**src/inc/urx_pkg.sv**
```systemverilog
// Purpose: Constants for the low-power serial receive block
// Assumes: AXI4-Lite register access, 32-bit data
// Notes: Offsets are byte addresses
package urx_pkg;
  localparam logic [5:0] CTRL_OFS = 6'h00;
  localparam logic [5:0] STAT_OFS = 6'h04;
  localparam logic [5:0] IEN_OFS = 6'h08;
  localparam logic [5:0] IFL_OFS = 6'h0c;
  localparam logic [5:0] DIV_OFS = 6'h10;
  localparam logic [5:0] OSR_OFS = 6'h14;
  localparam logic [5:0] FIFO_OFS = 6'h20;
  localparam logic [5:0] WKEN_OFS = 6'h34;
  localparam logic [5:0] WKFL_OFS = 6'h38;
  localparam logic [5:0] TXLV_OFS = 6'h3c;
  // Control bit positions
  localparam int THD_LSB = 0;
  localparam int PAR_EN_BIT = 4;
  localparam int PAR_ODD_BIT = 5;
  localparam int PAR_ZERO_BIT = 6;
  localparam int CTS_DIS_BIT = 7;
  localparam int FLOW_BIT = 13;
  localparam int BCLK_ON_BIT = 15;
  localparam int EDGE_CHK_BIT = 18;
  localparam int READY_BIT = 19;
  localparam int HALF_BIT = 21;
  localparam int BOTH_EDGE_BIT = 22;
  // Flag bit positions
  localparam int FL_FERR = 0;
  localparam int FL_PAR = 1;
  localparam int FL_CTS = 2;
  localparam int FL_OV = 3;
  localparam int FL_THD = 4;
  localparam int FL_HE = 5;
  localparam int FL_AE = 6;
  localparam logic [31:0] CTRL_RST = 32'h0000_0080;
  localparam logic [15:0] DIV_RST = 16'h0001;
  localparam logic [2:0] OSR_RST = 3'h5;
  localparam logic [15:0] FULL_SAMPLE_LIMIT = 16'h0010;
  localparam int SETTLE_CYC = 4;
  localparam logic [1:0] AXI_OKAY = 2'h0;
  localparam logic [1:0] AXI_SLVERR = 2'h2;
endpackage : urx_pkg

```
**src/hw/urx_core.sv**
```systemverilog
// Purpose: Serial receiver with events, baud divider and wake logic
// Assumes: One clock mclk_in; serial and cts pins asynchronous
// Notes: Frame is 8 data bits, 1 stop bit, optional parity
// Function
// - Low-power strict mode: three samples per data bit must all agree.
// - Strict: start low, data equal, stop high, parity equal expected.
// - Parity counts ones or zeros; odd selects odd-count high.
// - A frame with a frame error is not stored.
// - Outside strict mode, parity mismatch sets its flag; character still stored.
// - CTS change flagged only with flow control and baud clock on.
// - Valid frame into full FIFO is dropped; overrun set at stop end.
// - Threshold event when stored frame makes level exceed threshold.
// - Transmit half-empty when level goes from half plus one to half.
// - Transmit almost-empty when exactly one byte remains.
// - Flags stick until written one; interrupt needs enable.
// - Port inactive while clock off, settling, or after divisor write.
// - Bit value from three samples around bit middle.
// - Divisor below sixteen forces full sampling every cycle, except half-step mode with an odd divisor.
// - One baud clock: source divided by divisor.
// - Half-step mode counts divisor in half steps.
// - Half-step oversample codes 0..4 give 8,12,16,20,24.
// - Both-edge sampling option for low-power reception.
// - Standard instance never sets wake flags; they are set only in half-step mode.
// - Low-power instance stores valid frames in deep sleep.
// - Three wake flags: threshold, full, not empty.
// - Normal mode: two of three data samples decide; no data error.
`timescale 1ns/100ps
`default_nettype none
module urx_core #(
  parameter int DEPTH = 8,
  parameter bit LOW_POWER = 1'b1
) (
  input wire logic mclk_in,
  input wire logic rst_in,
  input wire logic deep_sleep_in,
  input wire logic serial_rx_in,
  input wire logic cts_in,
  input wire logic [5:0] s_axi_awaddr,
  input wire logic s_axi_awvalid,
  output logic s_axi_awready,
  input wire logic [31:0] s_axi_wdata,
  input wire logic [3:0] s_axi_wstrb,
  input wire logic s_axi_wvalid,
  output logic s_axi_wready,
  output logic [1:0] s_axi_bresp,
  output logic s_axi_bvalid,
  input wire logic s_axi_bready,
  input wire logic [5:0] s_axi_araddr,
  input wire logic s_axi_arvalid,
  output logic s_axi_arready,
  output logic [31:0] s_axi_rdata,
  output logic [1:0] s_axi_rresp,
  output logic s_axi_rvalid,
  input wire logic s_axi_rready,
  output logic irq_out,
  output logic wake_out
);
  typedef enum logic [2:0] {URX_IDLE, URX_START, URX_DATA, URX_PAR, URX_STOP} urx_state_e;
  localparam int LW = $clog2(DEPTH + 1);
  localparam int PW = $clog2(DEPTH);

  // Register state
  logic [31:0] ctrl_q;
  logic [15:0] div_q;
  logic [2:0] osr_q;
  logic [6:0] ien_q, ifl_q;
  logic [2:0] wken_q, wkfl_q;
  logic [LW-1:0] txlv_q, rxlv_q;
  logic [7:0] mem_q [DEPTH];
  logic [$clog2(DEPTH)-1:0] wp_q, rp_q;
  logic [3:0] settle_q;

  // AXI write capture and response registers
  logic aw_q, w_q;
  logic [5:0] awa_q;
  logic [31:0] wd_q;
  logic [3:0] ws_q;
  logic bv_q, rv_q;
  logic [1:0] br_q, rr_q;
  logic [31:0] rd_q;

  assign s_axi_awready = !aw_q && !bv_q;
  assign s_axi_wready = !w_q && !bv_q;
  assign s_axi_bvalid = bv_q;
  assign s_axi_bresp = br_q;
  assign s_axi_arready = !rv_q;
  assign s_axi_rvalid = rv_q;
  assign s_axi_rdata = rd_q;
  assign s_axi_rresp = rr_q;

  wire wr_go = aw_q && w_q && !bv_q;
  wire [31:0] wmask = {{8{ws_q[3]}}, {8{ws_q[2]}}, {8{ws_q[1]}}, {8{ws_q[0]}}};
  wire [31:0] wv = wd_q & wmask;
  wire wr_ctrl = wr_go && awa_q == urx_pkg::CTRL_OFS;
  wire wr_div = wr_go && awa_q == urx_pkg::DIV_OFS;
  wire wr_osr = wr_go && awa_q == urx_pkg::OSR_OFS;
  wire wr_ien = wr_go && awa_q == urx_pkg::IEN_OFS;
  wire wr_ifl = wr_go && awa_q == urx_pkg::IFL_OFS;
  wire wr_wken = wr_go && awa_q == urx_pkg::WKEN_OFS;
  wire wr_wkfl = wr_go && awa_q == urx_pkg::WKFL_OFS;
  wire wr_txlv = wr_go && awa_q == urx_pkg::TXLV_OFS;
  wire wr_ok = wr_ctrl | wr_div | wr_osr | wr_ien | wr_ifl | wr_wken | wr_wkfl | wr_txlv;
  wire rd_go = s_axi_arvalid && !rv_q;
  wire rd_fifo = rd_go && s_axi_araddr == urx_pkg::FIFO_OFS;

  // Control fields
  wire bclk_on = ctrl_q[urx_pkg::BCLK_ON_BIT];
  wire half_mode = LOW_POWER && ctrl_q[urx_pkg::HALF_BIT];
  wire strict = half_mode && ctrl_q[urx_pkg::EDGE_CHK_BIT];
  wire both_edge = LOW_POWER && ctrl_q[urx_pkg::BOTH_EDGE_BIT];
  wire par_en = ctrl_q[urx_pkg::PAR_EN_BIT];
  wire [3:0] thd = ctrl_q[urx_pkg::THD_LSB +: 4];
  wire ready = bclk_on && settle_q == 4'(urx_pkg::SETTLE_CYC);
  // Inactive while clock off or settling; divisor writes restart settling
  wire active = ready;
  // Standard instance cannot run in deep sleep
  wire run = active && (LOW_POWER || !deep_sleep_in);

  // Settling counter
  always_ff @(posedge mclk_in) begin
    if (rst_in || !bclk_on || ((wr_div || wr_osr) && bclk_on)) begin
      settle_q <= 4'h0;
    end else if (settle_q != 4'(urx_pkg::SETTLE_CYC)) begin
      settle_q <= settle_q + 4'h1;
    end
  end

  // Pin synchronisers, three stages
  logic [2:0] rx_s_q, cts_s_q;
  logic rx_v_q, cts_v_q;
  always_ff @(posedge mclk_in) begin
    if (rst_in) begin
      rx_s_q <= 3'h7;
      cts_s_q <= 3'h0;
      rx_v_q <= 1'b1;
      cts_v_q <= 1'b0;
    end else begin
      rx_s_q <= {rx_s_q[1:0], serial_rx_in};
      cts_s_q <= {cts_s_q[1:0], cts_in};
      if (rx_s_q[1] == rx_s_q[2]) rx_v_q <= rx_s_q[2];
      if (cts_s_q[1] == cts_s_q[2]) cts_v_q <= cts_s_q[2];
    end
  end

  // Falling-edge sample for both-edge mode
  logic rx_n_q;
  always_ff @(negedge mclk_in) begin
    if (rst_in) rx_n_q <= 1'b1;
    else rx_n_q <= rx_s_q[2];
  end
  wire rx_bit = both_edge ? (rx_v_q & rx_n_q) | (rx_v_q & rx_s_q[2]) : rx_v_q;

  // Samples per bit
  function automatic logic [15:0] urx_osr_f(input logic [2:0] c, input logic h);
    if (h) urx_osr_f = 16'h8 + 16'(c) * 16'h4;
    else urx_osr_f = 16'h8 << c;
  endfunction
  wire full_samp = div_q < urx_pkg::FULL_SAMPLE_LIMIT;
  wire [15:0] nsamp = full_samp ? (half_mode ? {1'b0, div_q[15:1]} : div_q)
                                : urx_osr_f(osr_q, half_mode);
  // Sample tick: divisor over samples; half-step halves the count
  wire [15:0] eff_div = half_mode ? {1'b0, div_q[15:1]} : div_q;
  wire [15:0] tick_per = full_samp ? 16'h1 : (eff_div / urx_osr_f(osr_q, half_mode));
  logic [15:0] tcnt_q;
  logic half_q;
  wire tick = run && tcnt_q == 16'h0;
  always_ff @(posedge mclk_in) begin
    if (rst_in || !run) begin
      tcnt_q <= 16'h0;
      half_q <= 1'b0;
    end else if (tcnt_q == 16'h0) begin
      half_q <= half_mode && div_q[0] && !half_q;
      tcnt_q <= (tick_per == 16'h0) ? 16'h0 : tick_per - 16'h1 + 16'(half_q);
    end else begin
      tcnt_q <= tcnt_q - 16'h1;
    end
  end

  // Receiver
  urx_state_e st_q;
  logic [15:0] sc_q;
  logic [2:0] bi_q, smp_q;
  logic [7:0] sh_q;
  logic err_q, perr_q;
  wire [15:0] mid = {1'b0, nsamp[15:1]};
  wire at_s0 = sc_q == mid - 16'h1;
  wire at_s1 = sc_q == mid;
  wire at_s2 = sc_q == mid + 16'h1;
  wire bit_end = sc_q >= nsamp - 16'h1;
  wire [2:0] smp3 = {rx_bit, smp_q[1:0]};
  wire maj = (smp3[0] & smp3[1]) | (smp3[1] & smp3[2]) | (smp3[0] & smp3[2]);
  wire all_eq = &smp3 | ~|smp3;
  // Expected parity
  wire [3:0] ones = 4'(sh_q[0]) + 4'(sh_q[1]) + 4'(sh_q[2]) + 4'(sh_q[3])
                  + 4'(sh_q[4]) + 4'(sh_q[5]) + 4'(sh_q[6]) + 4'(sh_q[7]);
  wire [3:0] cnt = ctrl_q[urx_pkg::PAR_ZERO_BIT] ? 4'h8 - ones : ones;
  wire exp_par = ctrl_q[urx_pkg::PAR_ODD_BIT] ? cnt[0] : !cnt[0];
  logic fin_q, fok_q;
  wire full = rxlv_q == LW'(DEPTH);

  always_ff @(posedge mclk_in) begin
    if (rst_in || !run) begin
      st_q <= URX_IDLE;
      sc_q <= 16'h0;
      bi_q <= 3'h0;
      smp_q <= 3'h0;
      sh_q <= 8'h0;
      err_q <= 1'b0;
      perr_q <= 1'b0;
      fin_q <= 1'b0;
      fok_q <= 1'b0;
    end else begin
      fin_q <= 1'b0;
      if (tick) begin
        sc_q <= sc_q + 16'h1;
        if (at_s0) smp_q[0] <= rx_bit;
        if (at_s1) smp_q[1] <= rx_bit;
        if (at_s2) begin
          unique case (st_q)
            URX_START: if (|smp3) err_q <= 1'b1;
            URX_DATA: begin
              sh_q <= {maj, sh_q[7:1]};
              if (strict ? !all_eq : !(&smp3 | ~|smp3 | 1'b1) ) err_q <= 1'b1;
            end
            URX_PAR: begin
              if (!(&smp3 | ~|smp3)) err_q <= 1'b1;
              if (strict && smp3 != {3{exp_par}}) err_q <= 1'b1;
              perr_q <= maj != exp_par;
            end
            URX_STOP: if (!(&smp3)) err_q <= 1'b1;
            default: ;
          endcase
        end
        if (st_q == URX_IDLE) begin
          sc_q <= 16'h0;
          err_q <= 1'b0;
          perr_q <= 1'b0;
          if (!rx_bit) st_q <= URX_START;
        end else if (bit_end) begin
          sc_q <= 16'h0;
          unique case (st_q)
            URX_START: st_q <= URX_DATA;
            URX_DATA: begin
              bi_q <= bi_q + 3'h1;
              if (bi_q == 3'h7) st_q <= par_en ? URX_PAR : URX_STOP;
            end
            URX_PAR: st_q <= URX_STOP;
            URX_STOP: begin
              st_q <= URX_IDLE;
              fin_q <= 1'b1;
              fok_q <= !err_q;
            end
            default: st_q <= URX_IDLE;
          endcase
        end
      end
    end
  end

  // Normal mode data error: majority covers any pattern of three bits
  wire store = fin_q && fok_q && !full;
  wire ovr = fin_q && fok_q && full;
  wire ferr = fin_q && !fok_q;
  wire pev = store && perr_q && par_en;
  wire [LW-1:0] lv_next = rxlv_q + LW'(store) - LW'(rd_fifo && rxlv_q != '0);
  wire thd_ev = store && lv_next > LW'(thd) && rxlv_q <= LW'(thd);
  logic cts_p_q;
  logic [LW-1:0] txold_q;
  wire he_ev = txold_q == LW'(DEPTH / 2 + 1) && txlv_q == LW'(DEPTH / 2);
  wire ae_ev = txold_q != LW'(1) && txlv_q == LW'(1);
  wire cts_ev = ctrl_q[urx_pkg::FLOW_BIT] && bclk_on && cts_v_q != cts_p_q;
  wire [6:0] ev = {ae_ev, he_ev, thd_ev, ovr, cts_ev, pev, ferr};
  // Wake conditions
  wire [2:0] wk_ev = {rxlv_q != '0, full, rxlv_q >= LW'(thd) && thd != 4'h0};

  // FIFO and level
  always_ff @(posedge mclk_in) begin
    if (rst_in) begin
      wp_q <= '0;
      rp_q <= '0;
      rxlv_q <= '0;
    end else begin
      if (store) begin
        mem_q[wp_q] <= sh_q;
        wp_q <= wp_q + PW'(1);
      end
      if (rd_fifo && rxlv_q != '0) rp_q <= rp_q + PW'(1);
      rxlv_q <= lv_next;
    end
  end

  // Registers and flags
  always_ff @(posedge mclk_in) begin
    if (rst_in) begin
      ctrl_q <= urx_pkg::CTRL_RST;
      div_q <= urx_pkg::DIV_RST;
      osr_q <= urx_pkg::OSR_RST;
      ien_q <= 7'h0;
      ifl_q <= 7'h0;
      wken_q <= 3'h0;
      wkfl_q <= 3'h0;
      txlv_q <= '0;
      txold_q <= '0;
      cts_p_q <= 1'b0;
    end else begin
      cts_p_q <= cts_v_q;
      txold_q <= txlv_q;
      if (wr_ctrl) ctrl_q <= wv & ~(32'h1 << urx_pkg::READY_BIT);
      if (wr_div) div_q <= wv[15:0];
      if (wr_osr) osr_q <= wv[2:0];
      if (wr_ien) ien_q <= wv[6:0];
      if (wr_txlv) txlv_q <= wv[LW-1:0];
      if (wr_wken) wken_q <= wv[2:0];
      // Set wins over write-one clear
      ifl_q <= (ifl_q & ~(wr_ifl ? wv[6:0] : 7'h0)) | ev;
      wkfl_q <= (wkfl_q & ~(wr_wkfl ? wv[2:0] : 3'h0)) | (half_mode ? wk_ev : 3'h0);
    end
  end
  assign irq_out = |(ifl_q & ien_q);
  assign wake_out = |(wkfl_q & wken_q);

  // AXI channel handling
  wire [31:0] rmux = s_axi_araddr == urx_pkg::CTRL_OFS ?
                       (ctrl_q | (32'(ready) << urx_pkg::READY_BIT)) :
                     s_axi_araddr == urx_pkg::STAT_OFS ? 32'(rxlv_q) :
                     s_axi_araddr == urx_pkg::IEN_OFS ? 32'(ien_q) :
                     s_axi_araddr == urx_pkg::IFL_OFS ? 32'(ifl_q) :
                     s_axi_araddr == urx_pkg::DIV_OFS ? 32'(div_q) :
                     s_axi_araddr == urx_pkg::OSR_OFS ? 32'(osr_q) :
                     s_axi_araddr == urx_pkg::FIFO_OFS ? 32'(mem_q[rp_q]) :
                     s_axi_araddr == urx_pkg::WKEN_OFS ? 32'(wken_q) :
                     s_axi_araddr == urx_pkg::WKFL_OFS ? 32'(wkfl_q) :
                     s_axi_araddr == urx_pkg::TXLV_OFS ? 32'(txlv_q) : 32'h0;
  wire rd_ok = s_axi_araddr == urx_pkg::CTRL_OFS || s_axi_araddr == urx_pkg::STAT_OFS
            || s_axi_araddr == urx_pkg::IEN_OFS || s_axi_araddr == urx_pkg::IFL_OFS
            || s_axi_araddr == urx_pkg::DIV_OFS || s_axi_araddr == urx_pkg::OSR_OFS
            || s_axi_araddr == urx_pkg::FIFO_OFS || s_axi_araddr == urx_pkg::WKEN_OFS
            || s_axi_araddr == urx_pkg::WKFL_OFS || s_axi_araddr == urx_pkg::TXLV_OFS;

  always_ff @(posedge mclk_in) begin
    if (rst_in) begin
      aw_q <= 1'b0;
      w_q <= 1'b0;
      awa_q <= 6'h0;
      wd_q <= 32'h0;
      ws_q <= 4'h0;
      bv_q <= 1'b0;
      br_q <= urx_pkg::AXI_OKAY;
      rv_q <= 1'b0;
      rd_q <= 32'h0;
      rr_q <= urx_pkg::AXI_OKAY;
    end else begin
      if (s_axi_awvalid && s_axi_awready) begin
        aw_q <= 1'b1;
        awa_q <= s_axi_awaddr;
      end
      if (s_axi_wvalid && s_axi_wready) begin
        w_q <= 1'b1;
        wd_q <= s_axi_wdata;
        ws_q <= s_axi_wstrb;
      end
      if (wr_go) begin
        aw_q <= 1'b0;
        w_q <= 1'b0;
        bv_q <= 1'b1;
        br_q <= wr_ok ? urx_pkg::AXI_OKAY : urx_pkg::AXI_SLVERR;
      end else if (bv_q && s_axi_bready) begin
        bv_q <= 1'b0;
      end
      if (rd_go) begin
        rv_q <= 1'b1;
        rd_q <= rmux;
        rr_q <= rd_ok ? urx_pkg::AXI_OKAY : urx_pkg::AXI_SLVERR;
      end else if (rv_q && s_axi_rready) begin
        rv_q <= 1'b0;
      end
    end
  end
endmodule : urx_core
`default_nettype wire

```
**config.mk**
```make
export PLATFORM = sky130hd
export DESIGN_NAME = urx_core
export DESIGN_NICKNAME = d
export VERILOG_FILES = /design/src/inc/urx_pkg.sv /design/src/hw/urx_core.sv
export SDC_FILE = /design/constraint.sdc
export NUM_CORES = 1
export LEC_CHECK = 0
export BUFFER_PORTS_ARGS = -buffer_cell sky130_fd_sc_hd__buf_2
export CORE_UTILIZATION = 60
export DETAILED_ROUTE_END_ITERATION = 10
export PLACE_DENSITY = 0.83
export SLEW_MARGIN = 30
export SYNTH_ARGS = -nofsm -noshare
export SYNTH_HDL_FRONTEND = slang
export SYNTH_SLANG_ARGS = --single-unit
```
**constraint.sdc**
```tcl
create_clock -name mclk_in -period 39.3 [get_ports mclk_in]
set_input_delay 1.965 -clock mclk_in [delete_from_list [all_inputs] [get_ports mclk_in]]
set_output_delay 1.965 -clock mclk_in [all_outputs]
set_load 0.05 [all_outputs]
```
* After elaboration in Yosys (flattened, before gate mapping)
Memory sizes are Yosys's and may differ from the RTL's. A register that Yosys moved wholly into a read port is not among the register bits.
Index checks and enable logic that the tools add are counted.
** Storage, ports and cells
- Register bits after elaboration :: 237
- Memory bits (writable) :: 64
- Input bits :: 58
- Output and inout port bits :: 43
- Word-level logic and storage cells :: 288
- Memories kept :: 1
** Memory list
- mem_q :: depth 8, width 8, rd ports 1, clocked after Yosys merged registers in 1, write ports 1, RTL line urx_core.sv:69 : logic [7:0] mem_q [DEPTH];
** Cells by class
- Add/sub/neg operators :: 22
- Divide/modulo/power cells :: 1
- Magnitude comparators :: 5
- Equal/unequal tests :: 42
- Shift operators :: 1
- Multiplexer cells :: 54
- Bitwise logic cells :: 29
- Reduce and logical (&&, ||, !) cells :: 92
** Operators with widths (number)
- 16-bit 2-to-1 mux :: 12
- 16-bit by 1-bit subtractor with 16-bit output (second input constant) :: 3
- 6-bit equality test (second input constant) :: 7
- 1-bit logical AND :: 39
- 32-bit bitwise AND :: 1
- 16-bit equality test :: 2
- 16-bit logical NOT :: 2
- 32-bit 2-to-1 mux :: 1
- 32-bit by 20-bit bitwise OR with 32-bit output :: 1
- 3-bit 2-to-1 mux :: 9
- 6-bit by 4-bit equality test with 1-bit output (second input constant) :: 4
- 6-bit by 5-bit equality test with 1-bit output (second input constant) :: 4
- 1-bit 2-to-1 mux :: 22
- 15-bit by 1-bit adder with 16-bit output (second input constant) :: 1
- 16-bit by 1-bit adder with 16-bit output :: 1
- 16-bit by 1-bit adder with 16-bit output (second input constant) :: 1
- 16-bit by 16-bit divider with 16-bit output :: 1
- 16-bit by 15-bit equality test with 1-bit output :: 1
- 16-bit >= comparator :: 1
- 16-bit by 5-bit less-than comparator with 1-bit output (second input constant) :: 1
- 8-bit 2-to-1 mux :: 2
- 4-bit by 3-bit left shift with 16-bit output (first input constant) :: 1
- 15-bit by 1-bit subtractor with 16-bit output (second input constant) :: 1
- 7-bit bitwise AND :: 2
- 53 further kinds :: 126

* Logic depth before layout (Yosys ltp)
Gate-level depths: netlist (run 1).
- Depth after elaboration :: 17
- Depth in mapped cells :: 132

==> flow_summary.toml, run 1 <==
[setup_path]
cp-end-kind = "flip-flop"
cp_common_cell = "ha_1"
critPathKind = "flip-flop to flip-flop"
critical_path.startpoint_type = "flip-flop"
critPathArrivalTime_ns = 31.32
cp_num_buf_inv = 5
crit_required_ns = 39.74
critical-path-top-delay-family = "compound AO/OA/AOI/OAI gates"
crit_path_max_incr_delay_ns = 0.69
critPathSlowestCell = "o31ai_2"
worst-path-max-fanout = 18

[cts]
cts.sinks = 301
cts_max_level = 1
insertion_delay_ns = 0.59
cts_setup_buffers = 0
root_buffer = "clkbuf_16"
cts_inserted_buffers = 28
cts_hold_buf = 0
cts_max_path_buffers = 3
cts_tree = "done"
clkSlewWorstSetupHoldPaths_ns = 0.07
ctsResizeCount = 0

[outcome]
status = "finished with violations"
violations = "DRC"

[timing]
tns_ns = 0
relSlewSlack = 0.3533
setup_viol = 0
fin_skew_ns = 0.05660
tightest_slew_ns = 0.9665
max_freq_mhz = 32.38
hold_viol_final = 0
slew_violations = 0
rsz0062_at_grt = "no"
period_share = 0.7858
fin_crit_ns = 30.88
hold_ws_ns = 0.4297

[synth]
yosysMostFrequentCell = "nor2_1"
synth_top_family_by_area = "simple AND/OR/NAND/NOR gates"
syn-cell-area_sq_mm = 0.01918
synth_async_sr_flop_share = 0
yosys-top-cells-area = "dfxtp_1 (25%), edfxtp_1 (10%), ha_1 (8.7%)"
netlist_instances = 2266
yosysWarnings = 0
yosysUniqueCellTypes = 95
ys.flop_type = "dfxtp_1"
synthDominantCellAreaShare = 0.2474
synth.mux.area_fraction = 0.06438
post_synth.cell_area_avg_sq_um = 8.465
yosysSeqAreaShare = 0.3476
yosys-top-cells-count = "nor2_1 (270), dfxtp_1 (237), nand2_1 (230), a21oi_1 (215), ha_1 (134)"
yosysTopAreaCell = "dfxtp_1"
synth-edff-count = 64
synth_xor_area_frac = 0.04292
yosys_register_bits = 301
synthSimpleGateAreaFrac = 0.2113
synth_compound_area_frac = 0.2081
synthAdderAreaFrac = 0.08950

[place]
dp_cells = 2678
gp_congestion = 0.9428
dp_hpwl_microns = 36100
portBuffers = 96
placed_cell_area_sq_mm = 0.01993

[global_route]
grt_pass1_wl_microns = 83210
grt_max_degree = 109
grt_use_total = 0.3078
grt-ovfl-total = 0
grt_antenna_before_repair = 0
grt_pass1_vias = 16715

[job]
max_cap_viol_count = 0

[detailed_routing]
drt_iter0_markers = 1600
post_drt_via_cell_ratio = 6.394
ant_nets = 0
drc = 2
wirelength_microns = 51360
firstDrtPassIters = 10
via_count = 17455
wire_per_inst_microns = 18.81

[finish]
instances_no_fill = 2730
final_cell_area_sq_mm = 0.02090
area_growth_pct = 8.982
drive_gt1_frac = 0.1125
nets = 2499
n_antenna_cell = 0

[hold_path]
hp-class = "flip-flop to flip-flop"

[floorplan]
fp.dieW_microns = 180.8
ioPinCount = 101
core_area_sq_mm = 0.03147
die_h_microns = 180.8
rows = 65
dieArea_sq_mm = 0.03269
start_util = 0.6094

[power_and_ir_drop]
vdd_drop_max_mv = 0.05115
power.density_mw_per_mm2 = 49.67
finalPower_mw = 1.038
leakage_nw = 8.195
through the flow:
stage | utilization | setup slack [ns]
3_5_place_dp | 0.6334 | 9.140
3_3_place_gp | 0.6333 | 10.10
6_report | 0.6642 | 8.419
5_1_grt | 0.6642 | 5.915
2_1_floorplan | - | 12.74
4_1_cts | 0.6638 | 8.980
routing by layer:
metal / GRT usage / vias up / wire length (microns)
met5: 0 / - / 26
met4: 0.1275 / 2 / 1853
met3: 0.03205 / 138 / 3606
met2: 0.5368 / 711 / 24730
met1: 0.3877 / 8252 / 21150
li1: - / 8352 / -
cells in the final DEF (no fill, tap or decap), types with 19 or more instances in the layout:
cell type / synthesis / final
a21o_1: 32 / 32
nor2b_1: 26 / 25
xnor2_1: 55 / 55
and3_1: 19 / 19
clkbuf_16: 0 / 30
nand2b_1: 26 / 26
nand2_1: 230 / 229
nand3_1: 76 / 76
dfxtp_1: 237 / 236
a22oi_1: 22 / 22
edfxtp_1: 64 / 64
a21oi_1: 215 / 215
ha_1: 134 / 134
mux2_2: 27 / 27
nor3_1: 77 / 76
o21a_1: 49 / 49
buf_2: 1 / 95
xor2_1: 39 / 39
nor2_1: 270 / 270
buf_4: 3 / 27
mux2i_1: 51 / 51
inv_1: 65 / 70
or3_1: 23 / 23
o21ai_0: 85 / 85
cells by family (layout without fill, tap and decap cells):
| group | count (synthesis) | after routing |
|---|---|---|
| simple gates | 861 | 861 |
| compound gates | 596 | 596 |
| flops | 301 | 301 |
| buf+inv | 179 | 240 |
| fa+ha+maj | 137 | 137 |
| mux | 97 | 97 |
| xor+xnor | 94 | 94 |
| other cells | 1 | 2 |
flip-flops by register name, summed over array words and instances (netlist names), 4 cells and up, named ones only:
signal	count
div_q	16
sc_q	16
wd_q	31
settle_q	4
mem_q	64
s_axi_rdata	32
awa_q	6
ifl_q	7
tcnt_q	16
ws_q	4
rxlv_q	4
txold_q	4
txlv_q	4
sh_q	8
ctrl_q	31
ien_q	7
final timing paths:
kind                            depth (start not counted)       start         end  slack (ns)
worst max-delay path                                  112  ctrl_q[21]  tcnt_q[12]        8.42
worst min-delay path                                    1   rx_s_q[0]   rx_s_q[1]        0.43
worst min register to register                          1   rx_s_q[0]   rx_s_q[1]        0.43
worst max register to register                        112  ctrl_q[21]  tcnt_q[12]        8.42
worst register-to-register path, delay by kind of cell (launching register included):
kind,cells,cell delay (ns)
flip-flops,1,0.33
multiplexers,3,0.98
AO/OA/AOI/OAI,62,17.16
AND/OR/NAND/NOR,25,5.69
XOR/XNOR,1,0.14
adder cells (fa/ha/maj),16,5.69
buffers and inverters,5,0.77
report_power, final:
group          total, mW  switching (mW)  internal [mW]
Clock              0.280           0.117          0.163
Sequential         0.322         0.00364          0.318
Combinational      0.436           0.252          0.184
Total               1.04           0.372          0.666
area by class of cell:
class,count,area [sq um]
fill,2492,10570
clock inverter,19,165.2
timing repair buffer,123,689.4
clock buffer,34,795.8
multi-input combinational,1787,11840
sequential,301,6668
tap,402,503.0
inverter,64,240.2
Power figures use the tool's default switching activity.
==> run 2, diff against run 1 <==
- clock period: 39.3 -> 29.9 ns (I/O delays scaled with it)
==> flow_summary.toml, run 2 (same netlist as run 1, synthesis figures left out) <==
[power_and_ir_drop]
power_frac_seq = 0.301
vdd_drop_max_mv = 0.08244
intPower_uw = 894.5
power.density_mw_per_mm2 = 66.74
combinationalPowerShare = 0.426
swShare = 0.3640
p_clk_frac = 0.273
leakage_nw = 8.242
p_sw_uw = 511.9
finalPower_mw = 1.406

[setup_path]
critPathKind = "flip-flop to flip-flop"
critPathArrivalTime_ns = 28.29
critical_path.startpoint_type = "flip-flop"
cp-end-kind = "flip-flop"
reg2reg_depth = 119
crit_required_ns = 30.34
worst-path-max-fanout = 54
critPathSlowestCell = "nor4_1"
cp_common_cell = "ha_1"
crit_path_max_incr_delay_ns = 0.54

[finish]
largest_register_ffs = 64
layout_commonest_cell = "nor2_1"
nets = 2510
mostFrequentLayoutCells = "nor2_1 (270), dfxtp_1 (235), nand2_1 (229), a21oi_1 (215), ha_1 (134)"
n_antenna_cell = 0
drive_gt1_frac = 0.1218
instances_no_fill = 2742
largest_register = "mem_q"
area_growth_pct = 9.863

[global_route]
grt_antenna_before_repair = 0
grt_use_total = 0.3110
grt_max_degree = 87
grt_pass1_wl_microns = 84010
grt_pass1_vias = 16747
grt-ovfl-total = 0

[floorplan]
rows = 65
fp.dieW_microns = 180.8
core_area_sq_mm = 0.03147
ioPinCount = 101
dieArea_sq_mm = 0.03269
die_h_microns = 180.8
start_util = 0.6094

[job]
max_cap_viol_count = 0

[hold_path]
hold_depth = 1
hp-class = "flip-flop to flip-flop"

[place]
gp_congestion = 0.8987
portBuffers = 96
dp_cells = 2688
dp_hpwl_microns = 36590
place_ws_ns = 1.838

[timing]
rsz0062_at_grt = "no"
slew_violations = 0
timing.final.ws_setup_ns = 2.051
max_freq_mhz = 35.91
fin_crit_ns = 27.85
setup_viol = 0
hold_ws_ns = 0.4432
tns_ns = 0
fin_skew_ns = 0.05010
tightest_slew_ns = 0.9988
period_share = 0.9314
hold_viol_final = 0
relSlewSlack = 0.3327

[detailed_routing]
drc = 0
firstDrtPassIters = 6
ant_nets = 0
post_drt_via_cell_ratio = 6.463
wirelength_microns = 52300
wire_per_inst_microns = 19.07
drt_iter0_markers = 1719
via_count = 17722

[cts]
cts_max_path_buffers = 3
cts_inserted_buffers = 29
root_buffer = "clkbuf_16"
cts_max_level = 1
insertion_delay_ns = 0.59
cts.sinks = 301
clkSlewWorstSetupHoldPaths_ns = 0.07
cts_tree = "done"

[outcome]
status = "complete, no violations"
-- run 2: cell types whose count changed in the layout (fill, tap and decap cells not counted), sizes merged --
cell / delta
bufinv: +1
inv: -4
clkbuf: +1
buf: +10
clkinvlp: +4
-- run 2: timing repair --
| item | 4_1_cts | 5_1_grt |
|---|---|---|
| endpoints found under the setup margin | 0 | 16 |
| gates resized for setup | 0 | 11 |
| hold buffers | 0 | 0 |
| setup buffers | 0 | 0 |
-- run 2: critical path, delay by kind of cell (launching register included) --
family          cells  cell delay (ns)
compound gates     63            14.23
xor+xnor            1             0.15
fa+ha+maj          16             4.89
flops               1             0.34
buf+inv             9             1.73
mux                 2             0.49
simple gates       28             5.83
-- run 2: path summary, 6_finish.rpt --
path	from	endpoint	slack, ns
setup / recovery	ctrl_q[21]	tcnt_q[12]	2.05
hold / removal	cts_s_q[0]	cts_s_q[1]	0.44
setup reg to reg	ctrl_q[21]	tcnt_q[12]	2.05
hold reg to reg	cts_s_q[0]	cts_s_q[1]	0.44
-- run 2: routing by layer --
layer | wire length [microns] | vias up | global-route usage
li1 | - | 8380 | -
met1 | 21180 | 8387 | 0.3914
met2 | 25180 | 805 | 0.5334
met3 | 3931 | 150 | 0.04072
met4 | 2012 | 0 | 0.1350
met5 | 0 | - | 0
-- run 2: power by group through the flow --
stage               sequential [mW]  combinational (mW)  clock [mW]
floorplan                     0.433               0.448    0.000419
global placement              0.432               0.553    0.000419
detailed placement            0.432               0.581    0.000419
CTS                           0.423               0.585       0.386
global route                  0.424               0.657       0.402
finish                        0.423               0.600       0.384
-- run 2: cell type report --
| cell class | instances | area, sq um |
|---|---|---|
| Multi-Input combinational cell | 1787 | 11890 |
| Tap cell | 402 | 503.0 |
| Clock inverter | 20 | 227.7 |
| Timing Repair Buffer | 133 | 764.5 |
| Fill cell | 2442 | 10400 |
| Inverter | 64 | 240.2 |
| Clock buffer | 35 | 778.2 |
| Sequential cell | 301 | 6669 |
-- run 2: per-stage QoR --
stage                     utilization  cell area, sq um
final                          0.6695             21070
after global routing           0.6695             21070
after CTS                      0.6677             21010
after detailed placement       0.6358             20010
after global placement         0.6357             20010
after floorplan                     -             19180
